==> src/fscr_pkg.sv <==
// Constants for the flash safety configuration register bank.
// Assumes a frame decoder delivers address/data write strobes on the same clock.
// Behaviour
// - Duration code 0..7 gives 156.25..1250 ms timeout.
// - Supply below threshold flags low battery, disables driver.
// - Low-battery code zero turns detection off.
// - Codes 1..9 select 3.0V to 3.8V thresholds.
// - Low-battery threshold resets to code 1.
// - Timer runs only while current exceeds threshold.
// - Timer threshold code zero disables timer entirely.
// - Codes 1..5 select 100 to 300 mA.
// - Timer threshold resets to code 4.
// - Duration limits flash/torch time above threshold.
// - Duration register resets to code 7.
// - Over-range write dropped, register keeps value.
// - Addresses start at one; registers at 3,4,5.
package fscr_pkg;
	localparam logic [2:0] ADDR_TIME_LIMIT    = 3'h3;
	localparam logic [2:0] ADDR_SUPPLY_LIMIT  = 3'h4;
	localparam logic [2:0] ADDR_CURRENT_LIMIT = 3'h5;
	localparam logic [2:0] TIME_LIMIT_MAX     = 3'h7;
	localparam logic [3:0] SUPPLY_LIMIT_MAX   = 4'h9;
	localparam logic [2:0] CURRENT_LIMIT_MAX  = 3'h5;
	localparam logic [2:0] TIME_LIMIT_RST     = 3'h7;
	localparam logic [3:0] SUPPLY_LIMIT_RST   = 4'h1;
	localparam logic [2:0] CURRENT_LIMIT_RST  = 3'h4;
	// Timeout step in microseconds (156.25 ms)
	localparam int unsigned TIME_STEP_US      = 156250;
	localparam int unsigned CLK_MHZ           = 100;
	localparam int unsigned TIME_STEP_CYC     = TIME_STEP_US * CLK_MHZ;
	// Supply threshold in millivolts, base and step
	localparam logic [12:0] SUPPLY_BASE_MV    = 13'hBB8;
	localparam logic [12:0] SUPPLY_STEP_MV    = 13'h064;
	// Current threshold in milliamps, base and step
	localparam logic [10:0] CURRENT_BASE_MA   = 11'h064;
	localparam logic [10:0] CURRENT_STEP_MA   = 11'h032;
endpackage

==> src/fscr_top.sv <==
// Safety configuration registers with decoded limits and safety timer.
// Assumes supply (mV) and LED current (mA) words already on this clock.
`timescale 1ns/100ps
module fscr_top #(
	parameter int unsigned STEP_CYC = fscr_pkg::TIME_STEP_CYC
) (
	input  wire logic        i_sys_clk,
	input  wire logic        i_rst_n,
	input  wire logic        i_clk_en,
	input  wire logic        i_wr_stb,
	input  wire logic [2:0]  i_wr_addr,
	input  wire logic [4:0]  i_wr_data,
	input  wire logic        i_mode_active,
	input  wire logic [12:0] i_supply_mv,
	input  wire logic [10:0] i_led_ma,
	output logic [2:0]       o_safety_time_limit,
	output logic [3:0]       o_supply_low_limit,
	output logic [2:0]       o_timer_current_limit,
	output logic             o_low_batt,
	output logic             o_drive_en,
	output logic             o_timeout,
	output logic             o_wr_reject
);
	// ----------------------------------------
	// Register writes
	// ----------------------------------------
	logic [2:0] time_q;
	logic [3:0] supply_q;
	logic [2:0] curr_q;
	logic       reject_q;
	logic       hit_t;
	logic       hit_s;
	logic       hit_c;
	logic       bad;
	logic       ok_t;
	logic       ok_s;
	logic       ok_c;

	assign hit_t = i_wr_stb && (i_wr_addr == fscr_pkg::ADDR_TIME_LIMIT);
	assign hit_s = i_wr_stb && (i_wr_addr == fscr_pkg::ADDR_SUPPLY_LIMIT);
	assign hit_c = i_wr_stb && (i_wr_addr == fscr_pkg::ADDR_CURRENT_LIMIT);
	assign ok_t = (i_wr_data[4:3] == 2'h0) && (i_wr_data[2:0] <= fscr_pkg::TIME_LIMIT_MAX);
	assign ok_s = (i_wr_data[4] == 1'b0) && (i_wr_data[3:0] <= fscr_pkg::SUPPLY_LIMIT_MAX);
	assign ok_c = (i_wr_data[4:3] == 2'h0) && (i_wr_data[2:0] <= fscr_pkg::CURRENT_LIMIT_MAX);
	assign bad  = (hit_t && !ok_t) || (hit_s && !ok_s) || (hit_c && !ok_c);

	always_ff @(posedge i_sys_clk or negedge i_rst_n) begin
		if (!i_rst_n) begin
			time_q   <= fscr_pkg::TIME_LIMIT_RST;
			supply_q <= fscr_pkg::SUPPLY_LIMIT_RST;
			curr_q   <= fscr_pkg::CURRENT_LIMIT_RST;
			reject_q <= 1'b0;
		end else if (i_clk_en) begin
			reject_q <= bad;
			if (hit_t && ok_t) begin
				time_q <= i_wr_data[2:0];
			end
			if (hit_s && ok_s) begin
				supply_q <= i_wr_data[3:0];
			end
			if (hit_c && ok_c) begin
				curr_q <= i_wr_data[2:0];
			end
		end
	end

	// ----------------------------------------
	// Decoded limits
	// ----------------------------------------
	logic [12:0] supply_th;
	logic [10:0] curr_th;
	logic [31:0] limit_cyc;

	assign supply_th = 13'(fscr_pkg::SUPPLY_BASE_MV + 13'(fscr_pkg::SUPPLY_STEP_MV * 13'(supply_q - 4'h1)));
	assign curr_th = 11'(fscr_pkg::CURRENT_BASE_MA + 11'(fscr_pkg::CURRENT_STEP_MA * 11'(curr_q - 3'h1)));
	assign limit_cyc = 32'((32'(time_q) + 32'h1) * 32'(STEP_CYC));

	// ----------------------------------------
	// Low battery
	// ----------------------------------------
	logic low_q;
	always_ff @(posedge i_sys_clk or negedge i_rst_n) begin
		if (!i_rst_n) begin
			low_q <= 1'b0;
		end else if (i_clk_en) begin
			low_q <= (supply_q != 4'h0) && (i_supply_mv < supply_th);
		end
	end

	// ----------------------------------------
	// Safety timer
	// ----------------------------------------
	logic [31:0] cnt_q;
	logic        tout_q;
	logic        drive_q;
	logic        above;
	logic        act_q;

	assign above = (curr_q != 3'h0) && (i_led_ma > curr_th);

	always_ff @(posedge i_sys_clk or negedge i_rst_n) begin
		if (!i_rst_n) begin
			cnt_q  <= 32'h0;
			tout_q <= 1'b0;
			act_q  <= 1'b0;
		end else if (i_clk_en) begin
			act_q <= i_mode_active;
			if (!i_mode_active) begin
				cnt_q  <= 32'h0;
				tout_q <= 1'b0;
			end else if (i_mode_active && !act_q) begin
				cnt_q  <= 32'h0;
				tout_q <= 1'b0;
			end else if (!tout_q && above) begin
				if (cnt_q + 32'h1 >= limit_cyc) begin
					tout_q <= 1'b1;
				end
				cnt_q <= 32'(cnt_q + 32'h1);
			end
		end
	end

	// Drive: active mode, no timeout, no low battery
	always_ff @(posedge i_sys_clk or negedge i_rst_n) begin
		if (!i_rst_n) begin
			drive_q <= 1'b0;
		end else if (i_clk_en) begin
			drive_q <= i_mode_active && !tout_q && !low_q;
		end
	end

	assign o_safety_time_limit   = time_q;
	assign o_supply_low_limit    = supply_q;
	assign o_timer_current_limit = curr_q;
	assign o_low_batt            = low_q;
	assign o_drive_en            = drive_q;
	assign o_timeout             = tout_q;
	assign o_wr_reject           = reject_q;

	// ----------------------------------------
	// Decode checks, one per duration code and per nonzero threshold code
	// ----------------------------------------
	for (genvar k = 0; k <= 7; k++) begin : g_time_chk
		localparam int unsigned LIMIT = (k + 1) * STEP_CYC;

	end

	for (genvar k = 1; k <= 9; k++) begin : g_supply_chk
		localparam int MV = int'(fscr_pkg::SUPPLY_BASE_MV) + int'(fscr_pkg::SUPPLY_STEP_MV) * (k - 1);

	end

	for (genvar k = 1; k <= 5; k++) begin : g_curr_chk
		localparam int MA = int'(fscr_pkg::CURRENT_BASE_MA) + int'(fscr_pkg::CURRENT_STEP_MA) * (k - 1);

	end
endmodule // fscr_top

==> config.mk <==
export PLATFORM = sky130hd
export DESIGN_NAME = fscr_top
export DESIGN_NICKNAME = d
export VERILOG_FILES = /design/src/fscr_pkg.sv /design/src/fscr_top.sv
export SDC_FILE = /design/constraint.sdc
export NUM_CORES = 1
export LEC_CHECK = 0
export BUFFER_PORTS_ARGS = -buffer_cell sky130_fd_sc_hd__buf_2
export CELL_PAD_IN_SITES_DETAIL_PLACEMENT = 1
export CELL_PAD_IN_SITES_GLOBAL_PLACEMENT = 1
export CORE_MARGIN = 2
export CORE_UTILIZATION = 43
export CTS_CLUSTER_DIAMETER = 150
export DETAILED_ROUTE_END_ITERATION = 6
export MAX_ROUTING_LAYER = met4
export PLACE_DENSITY_LB_ADDON = 0.12
export REMOVE_ABC_BUFFERS = 1
export SLEW_MARGIN = 5
export SYNTH_ARGS = -nofsm -noshare
export SYNTH_HDL_FRONTEND = slang
export SYNTH_SLANG_ARGS = --single-unit
==> constraint.sdc <==
create_clock -name i_sys_clk -period 5.4 [get_ports i_sys_clk]
set_clock_uncertainty 0.1 [all_clocks]
set_input_delay 1.08 -clock i_sys_clk [delete_from_list [all_inputs] [get_ports i_sys_clk]]
set_output_delay 1.08 -clock i_sys_clk [all_outputs]
set_load 0.01 [all_outputs]
==> results.yml, run 1 <==
run_status:
  status: "finished clean"
critical_path:
  crit_arrival_ns: 5.33
  cpMaxStageDelayCell: "dfstp_2"
  startpoint_type: "flop"
  crit_required_ns: 5.48
  critPathBufInv: 4
  critPathMaxFanout: 4
  critPathMaxStageDelay_ns: 0.57
  criticalPathCategory: "reg -> reg"
  path_cells: "inv_1 > ha_4 > inv_1 > ha_1 > ha_1 > xnor2_1 > ha_1 > buf_4 > and4_1 > a21o_1 > a31oi_2 > buf_4 > o211a_1 > nor3_1 > ha_1 > nand4_1 > nor2_1 > nand3_1 > a211oi_1 > or4_4 > o311a_1"
  crit_path_end_kind: "flop"
  cp_top_family: "adder cells"
  crit_path_frequent_cell: "ha_1"
clock_tree:
  clock_latency_ns: 0.29
  cts_sinks: 47
  root_buffer: "clkbuf_16"
  h-tree-depth: 2
  cts_hold_buf: 0
  cts_buffer_depth: 2
  path_clk_slew_ns: 0.06
  cts_buffers: 5
  cts_tree: "yes"
synthesis:
  syn-cell-area_um2: 6198
  synth_cell_types: 69
  synth_ff_type: "dfrtp_1"
  ys_warn_count: 0
  ys_seq_elements: 47
  synth-edff-count: 0
  async_reset_ff_share_pct: 100.0
  syn_inst: 718
  yosysSeqAreaShare_pct: 19.08
  syn_avg_cell_area_um2: 8.633
finish:
  fillers: 1700
  drive_gt1_share_pct: 19.70
  final_cell_area_um2: 7278
  final_common_cell: "ha_1"
  post_layout_nonfiller_instances: 977
  area_delta_synth_final_pct: 17.42
  finalNetCount: 953
  final_cell_mix: "ha_1, inv_1, buf_2, nand2_1"
  antenna_cells: 0
drt:
  drtPass1Iterations: 6
  drtIter0Drc: 310
  post_drt_via_cell_ratio: 5.778
  wl_per_cell_um: 18.82
  totalWireLength_um: 18380
  drtAntennaViolNets: 0
  drc: 0
  num_vias: 5645
global_routing:
  gr-total-overflow: 0
  grt_max_degree: 48
  grt_usage_pct: 25.42
  grt_pass1_vias: 6095
  antenna_found_initial: 0
  grt_pass1_wl_um: 30100
die:
  fp.dieH_um: 124.1
  core_area_um2: 13990
  die_w_um: 124.1
  die-area_um2: 15390
  pin_count: 51
  start_util_pct: 44.31
  rows: 43
timing:
  hold_viol: 0
  hold_ws_ns: 0.4012
  fmax_mhz: 190.3
  rsz0062_at_grt: "true"
  worst_pin_slew_ns: 1.080
  finalCriticalPeriod_ns: 5.256
  finalCritPeriodShare_pct: 97.34
  slew_violations: 0
  relSlewSlack_pct: 27.06
  setup_ws_ns: 0.1439
  finalSetupViolCount: 0
placed_design:
  place_ws_ns: -0.1551
  placed_cells: 964
  place_congestion: 0.8764
  place_area_um2: 6867
  dp_hpwl_um: 14330
  numPortBuffers: 48
power_and_ir_drop:
  p_per_area_nw_per_um2: 571.4
  leakagePower_uw: 0.003557
  p_total_uw: 4158
  peakVddDrop_mv: 0.6431
run:
  cap_viol_max_count: 0
min_path:
  hold_path.class: "reg -> reg"
through the flow:
| step | setup TNS [ns] | util (%) |
|---|---|---|
| floorplan | -0.5031 | - |
| global placement | 0 | 49.09 |
| detailed placement | -0.8195 | 49.09 |
| CTS | 0 | 50.39 |
| global route | -0.4029 | 52.03 |
| finish | 0 | 52.03 |
worst paths after layout:
check	from	to	slack, ns	cells past startpoint
worst max-delay path	o_safety_time_limit[0]$_DFFE_PN1P_	o_timeout$_DFFE_PN0P_	0.14	21
worst min-delay path	o_wr_reject$_DFFE_PN0P_	o_wr_reject$_DFFE_PN0P_	0.40	1
worst max register to register	o_safety_time_limit[0]$_DFFE_PN1P_	o_timeout$_DFFE_PN0P_	0.14	21
worst min register to register	o_wr_reject$_DFFE_PN0P_	o_wr_reject$_DFFE_PN0P_	0.40	1
max in group asynchronous	i_rst_n	o_timer_current_limit[0]$_DFFE_PN0P_	3.97	2
min in group asynchronous	i_rst_n	act_q$_DFFE_PN0P_	0.79	2
cell type report:
type / count / area, um^2 / share of cell area, %
tap: 180 / 225.2 / 3.094
sequential: 47 / 1182 / 16.25
clock inverter: 1 / 7.507 / 0.1031
inverter: 53 / 198.9 / 2.733
multi-input combinational: 601 / 4916 / 67.54
clock buffer: 7 / 152.6 / 2.097
timing repair buffer: 88 / 595.6 / 8.183
Yosys cell counts, types with 8 or more instances:
| master | n | area [um^2] |
|---|---|---|
| a211oi_1 | 10 | 75.07 |
| a21o_1 | 22 | 165.2 |
| a21oi_1 | 27 | 135.1 |
| a22o_1 | 9 | 78.83 |
| a31oi_1 | 8 | 50.05 |
| dfrtp_1 | 42 | 1051 |
| fa_1 | 11 | 220.2 |
| ha_1 | 109 | 1364 |
| inv_1 | 52 | 195.2 |
| mux2_2 | 11 | 123.9 |
| nand2_1 | 47 | 176.4 |
| nand2b_1 | 11 | 68.82 |
| nand3_1 | 33 | 165.2 |
| nand4_1 | 18 | 112.6 |
| nor2_1 | 38 | 142.6 |
| nor3_1 | 16 | 80.08 |
| o21ai_0 | 35 | 175.2 |
| or2_2 | 10 | 62.56 |
| xnor2_1 | 45 | 394.1 |
| xor2_1 | 26 | 227.7 |
worst register-to-register path: cells and delay by family (launching register included):
family          cells  cell delay [ns]
flops               1             0.57
fa+ha+maj           5             1.49
simple gates        6             1.40
xor+xnor            1             0.14
buf+inv             4             0.50
compound gates      5             0.93
per-layer routing:
metal	vias up	wire [um]	global-route usage, %
met2	68	9124	43.55
met4	0	278	6.180
li1	2772	-	-
met3	25	462	2.427
met1	2780	8519	32.36
met5	-	0	-
kinds of logic after synthesis:
| family | count (synthesis) | synth area share, % |
|---|---|---|
| buffers and inverters | 70 | 4.582 |
| flip-flops | 47 | 19.08 |
| AND/OR/NAND/NOR | 225 | 19.38 |
| AO/OA/AOI/OAI | 168 | 18.51 |
| XOR/XNOR | 71 | 10.03 |
| multiplexers | 16 | 2.806 |
| other | 1 | 0.06050 |
| adder cells (fa/ha/maj) | 120 | 25.56 |
registers in the layout, indices dropped and copies added, names as in the netlist:
| signal | flops |
|---|---|
| o_low_batt | 1 |
| o_wr_reject | 1 |
| cnt_q | 32 |
| o_timer_current_limit | 3 |
| o_drive_en | 1 |
| o_timeout | 1 |
| o_supply_low_limit | 4 |
| o_safety_time_limit | 3 |
| act_q | 1 |
where the power goes:
part           internal [uW]  switching [uW]  total (uW)
Sequential               377            22.2         399
Clock                    197             138         335
Combinational           1520            1900        3420
repair_timing:
action	CTS	global route
gates resized for setup	5	31
setup endpoints to repair	13	34
cloned	0	1
hold endpoints to repair	0	0
buffers inserted	0	4
pin swaps	0	13
No activity file was read; power rests on OpenSTA's default activity.
==> inputs of run 2 (changes only) <==
Settings changed: BUFFER_PORTS_ARGS -buffer_cell sky130_fd_sc_hd__buf_2 to unset, CORE_UTILIZATION 43 to 46, DONT_BUFFER_PORTS set to 1, HOLD_SLACK_MARGIN set to 0.12, SKIP_LAST_GASP set to 1.
==> results.yml, run 2 (same netlist as run 1, synthesis figures left out) <==
critical_path:
  crit_required_ns: 5.49
  r2r_start: "o_safety_time_limit[0]$_DFFE_PN1P_"
  r2r_cells: 21
  crit_path_end_kind: "flop"
  critical_path.reg2reg.endpoint: "o_timeout$_DFFE_PN0P_"
  critPathLaunch: "o_safety_time_limit[0]$_DFFE_PN1P_"
  reg2reg_slack_ns: 0.06
  crit_arrival_ns: 5.43
  critPathMaxFanout: 4
  startpoint_type: "flop"
  criticalPathCategory: "reg -> reg"
drt:
  top_layer: "met4"
  wl_per_cell_um: 20.16
  drtPass1Iterations: 5
  wl_met2_um: 9211
  routed-wl-met3_um: 478
  drc: 0
  drtAntennaViolNets: 0
  post_drt_via_cell_ratio: 6.069
  num_vias: 5565
  wl_met1_um: 8524
  totalWireLength_um: 18490
  drtIter0Drc: 332
global_routing:
  grt_pass1_wl_um: 29370
  antenna_found_initial: 0
  gr-total-overflow: 0
  grt_usage_pct: 25.93
  grt_pass1_vias: 5960
  grt_max_degree: 48
finish:
  antenna_cells: 0
  fillers: 1531
  final_core_util_pct: 53.22
  finalNetCount: 897
  multi_input_area_um2: 4951
  post_layout_nonfiller_instances: 917
  final_cell_mix: "ha_1, inv_1, nand2_1, xnor2_1, dfrtp_1"
  final_common_cell: "ha_1"
  drive_gt1_share_pct: 14.17
  largest_reg_flops: 32
  area_delta_synth_final_pct: 13.24
  seqCellArea_um2: 1182
  largest_register: "cnt_q"
power_and_ir_drop:
  p_per_area_nw_per_um2: 596.5
  p_total_uw: 4187
  peakVddDrop_mv: 0.6681
  leakagePower_uw: 0.003305
timing:
  fmax_mhz: 187.2
  relSlewSlack_pct: 25.72
  rsz0062_at_grt: "true"
  setup_ws_ns: 0.05871
  finalCriticalPeriod_ns: 5.341
  slew_violations: 0
  finalSetupViolCount: 0
  finalCritPeriodShare_pct: 98.91
  worst_pin_slew_ns: 1.100
  hold_viol: 0
  hold_ws_ns: 0.3738
clock_tree:
  cts_hold_buf: 0
  cts_buffer_depth: 2
  root_buffer: "clkbuf_16"
  h-tree-depth: 2
  cts_sinks: 47
  cts_buffers: 5
  cts_tree: "yes"
  path_clk_slew_ns: 0.08
  clock_latency_ns: 0.30
die:
  die-area_um2: 14420
  die_w_um: 120.1
  core_area_um2: 13190
  pin_count: 51
  start_util_pct: 46.99
  fp.dieH_um: 120.1
  rows: 42
run:
  cap_viol_max_count: 0
min_path:
  hold_path.class: "in -> async"
run_status:
  status: "finished clean"
placed_design:
  place_ws_ns: -0.04058
  dp_hpwl_um: 13950
  placed_cells: 906
  numPortBuffers: 0
  place_congestion: 0.8928
run 2: changes by cell type in the layout (fill, tap and decap cells not counted), sizes merged:
| cell | previous run | this run |
|---|---|---|
| bufinv | 0 | 1 |
| buf | 87 | 30 |
run 2: how the worst max path moves through the flow:
stage / endpoint / slack [ns] / depth (start not counted)
3_3_place_gp: o_timeout$_DFFE_PN0P_ / 0.06 / 21
4_1_cts: o_timeout$_DFFE_PN0P_ / -0.07 / 21
2_1_floorplan: cnt_q[30]$_DFFE_PN0P_ / -0.09 / 20
6_report: o_timeout$_DFFE_PN0P_ / 0.06 / 21
3_5_place_dp: o_timeout$_DFFE_PN0P_ / -0.04 / 21
5_1_grt: o_timeout$_DFFE_PN0P_ / -0.11 / 21
run 2: area by class of cell:
type	instances	share of cell area (%)
Timing Repair Buffer	32	4.278
Inverter	53	2.834
Sequential cell	47	16.84
Multi-Input combinational cell	601	70.53
Clock buffer	6	1.836
Clock inverter	2	0.5348
Tap cell	176	3.137
run 2: per-stage QoR:
stage               area [um^2]  TNS (ns)
floorplan                  6113   -0.5031
global placement           6576         0
detailed placement         6576  -0.08900
CTS                        6751  -0.06950
global route               7019   -0.1160
finish                     7019         0
run 2: repair_timing:
| item | CTS | global route |
|---|---|---|
| pin swaps | 0 | 9 |
| buffers inserted | 0 | 1 |
| cloned | 0 | 2 |
| endpoints found under the setup margin | 4 | 34 |
| gates resized for setup | 3 | 39 |
run 2: per-layer routing:
layer | up-vias | GRT usage (%)
met5 | - | -
met1 | 2791 | 32.88
met3 | 22 | 2.186
met4 | 0 | 6.029
li1 | 2664 | -
met2 | 88 | 44.96
run 2: worst max-delay path, cell delays in order, from the launching register on:
cell and delay, ns:
dfstp_2 0.56, ha_2 0.21, xnor2_2 0.13, inv_2 0.09, ha_1 0.31, xor2_1 0.20, ha_1 0.20, or2_2 0.29
ha_1 0.22, buf_4 0.16, nor4_1 0.23, nand3_1 0.19, a31oi_4 0.27, nor2_1 0.08, xnor2_1 0.14, ha_1 0.32
and3_1 0.19, a221o_1 0.35, nand2_1 0.07, o211ai_1 0.10, or4_4 0.46, o311a_1 0.36
run 2: where the power goes:
part	total, uW	internal [uW]	switching, uW
clock	365	219	146
combinational	3410	1490	1920
sequential	407	377	30.8
total	4190	2090	2100
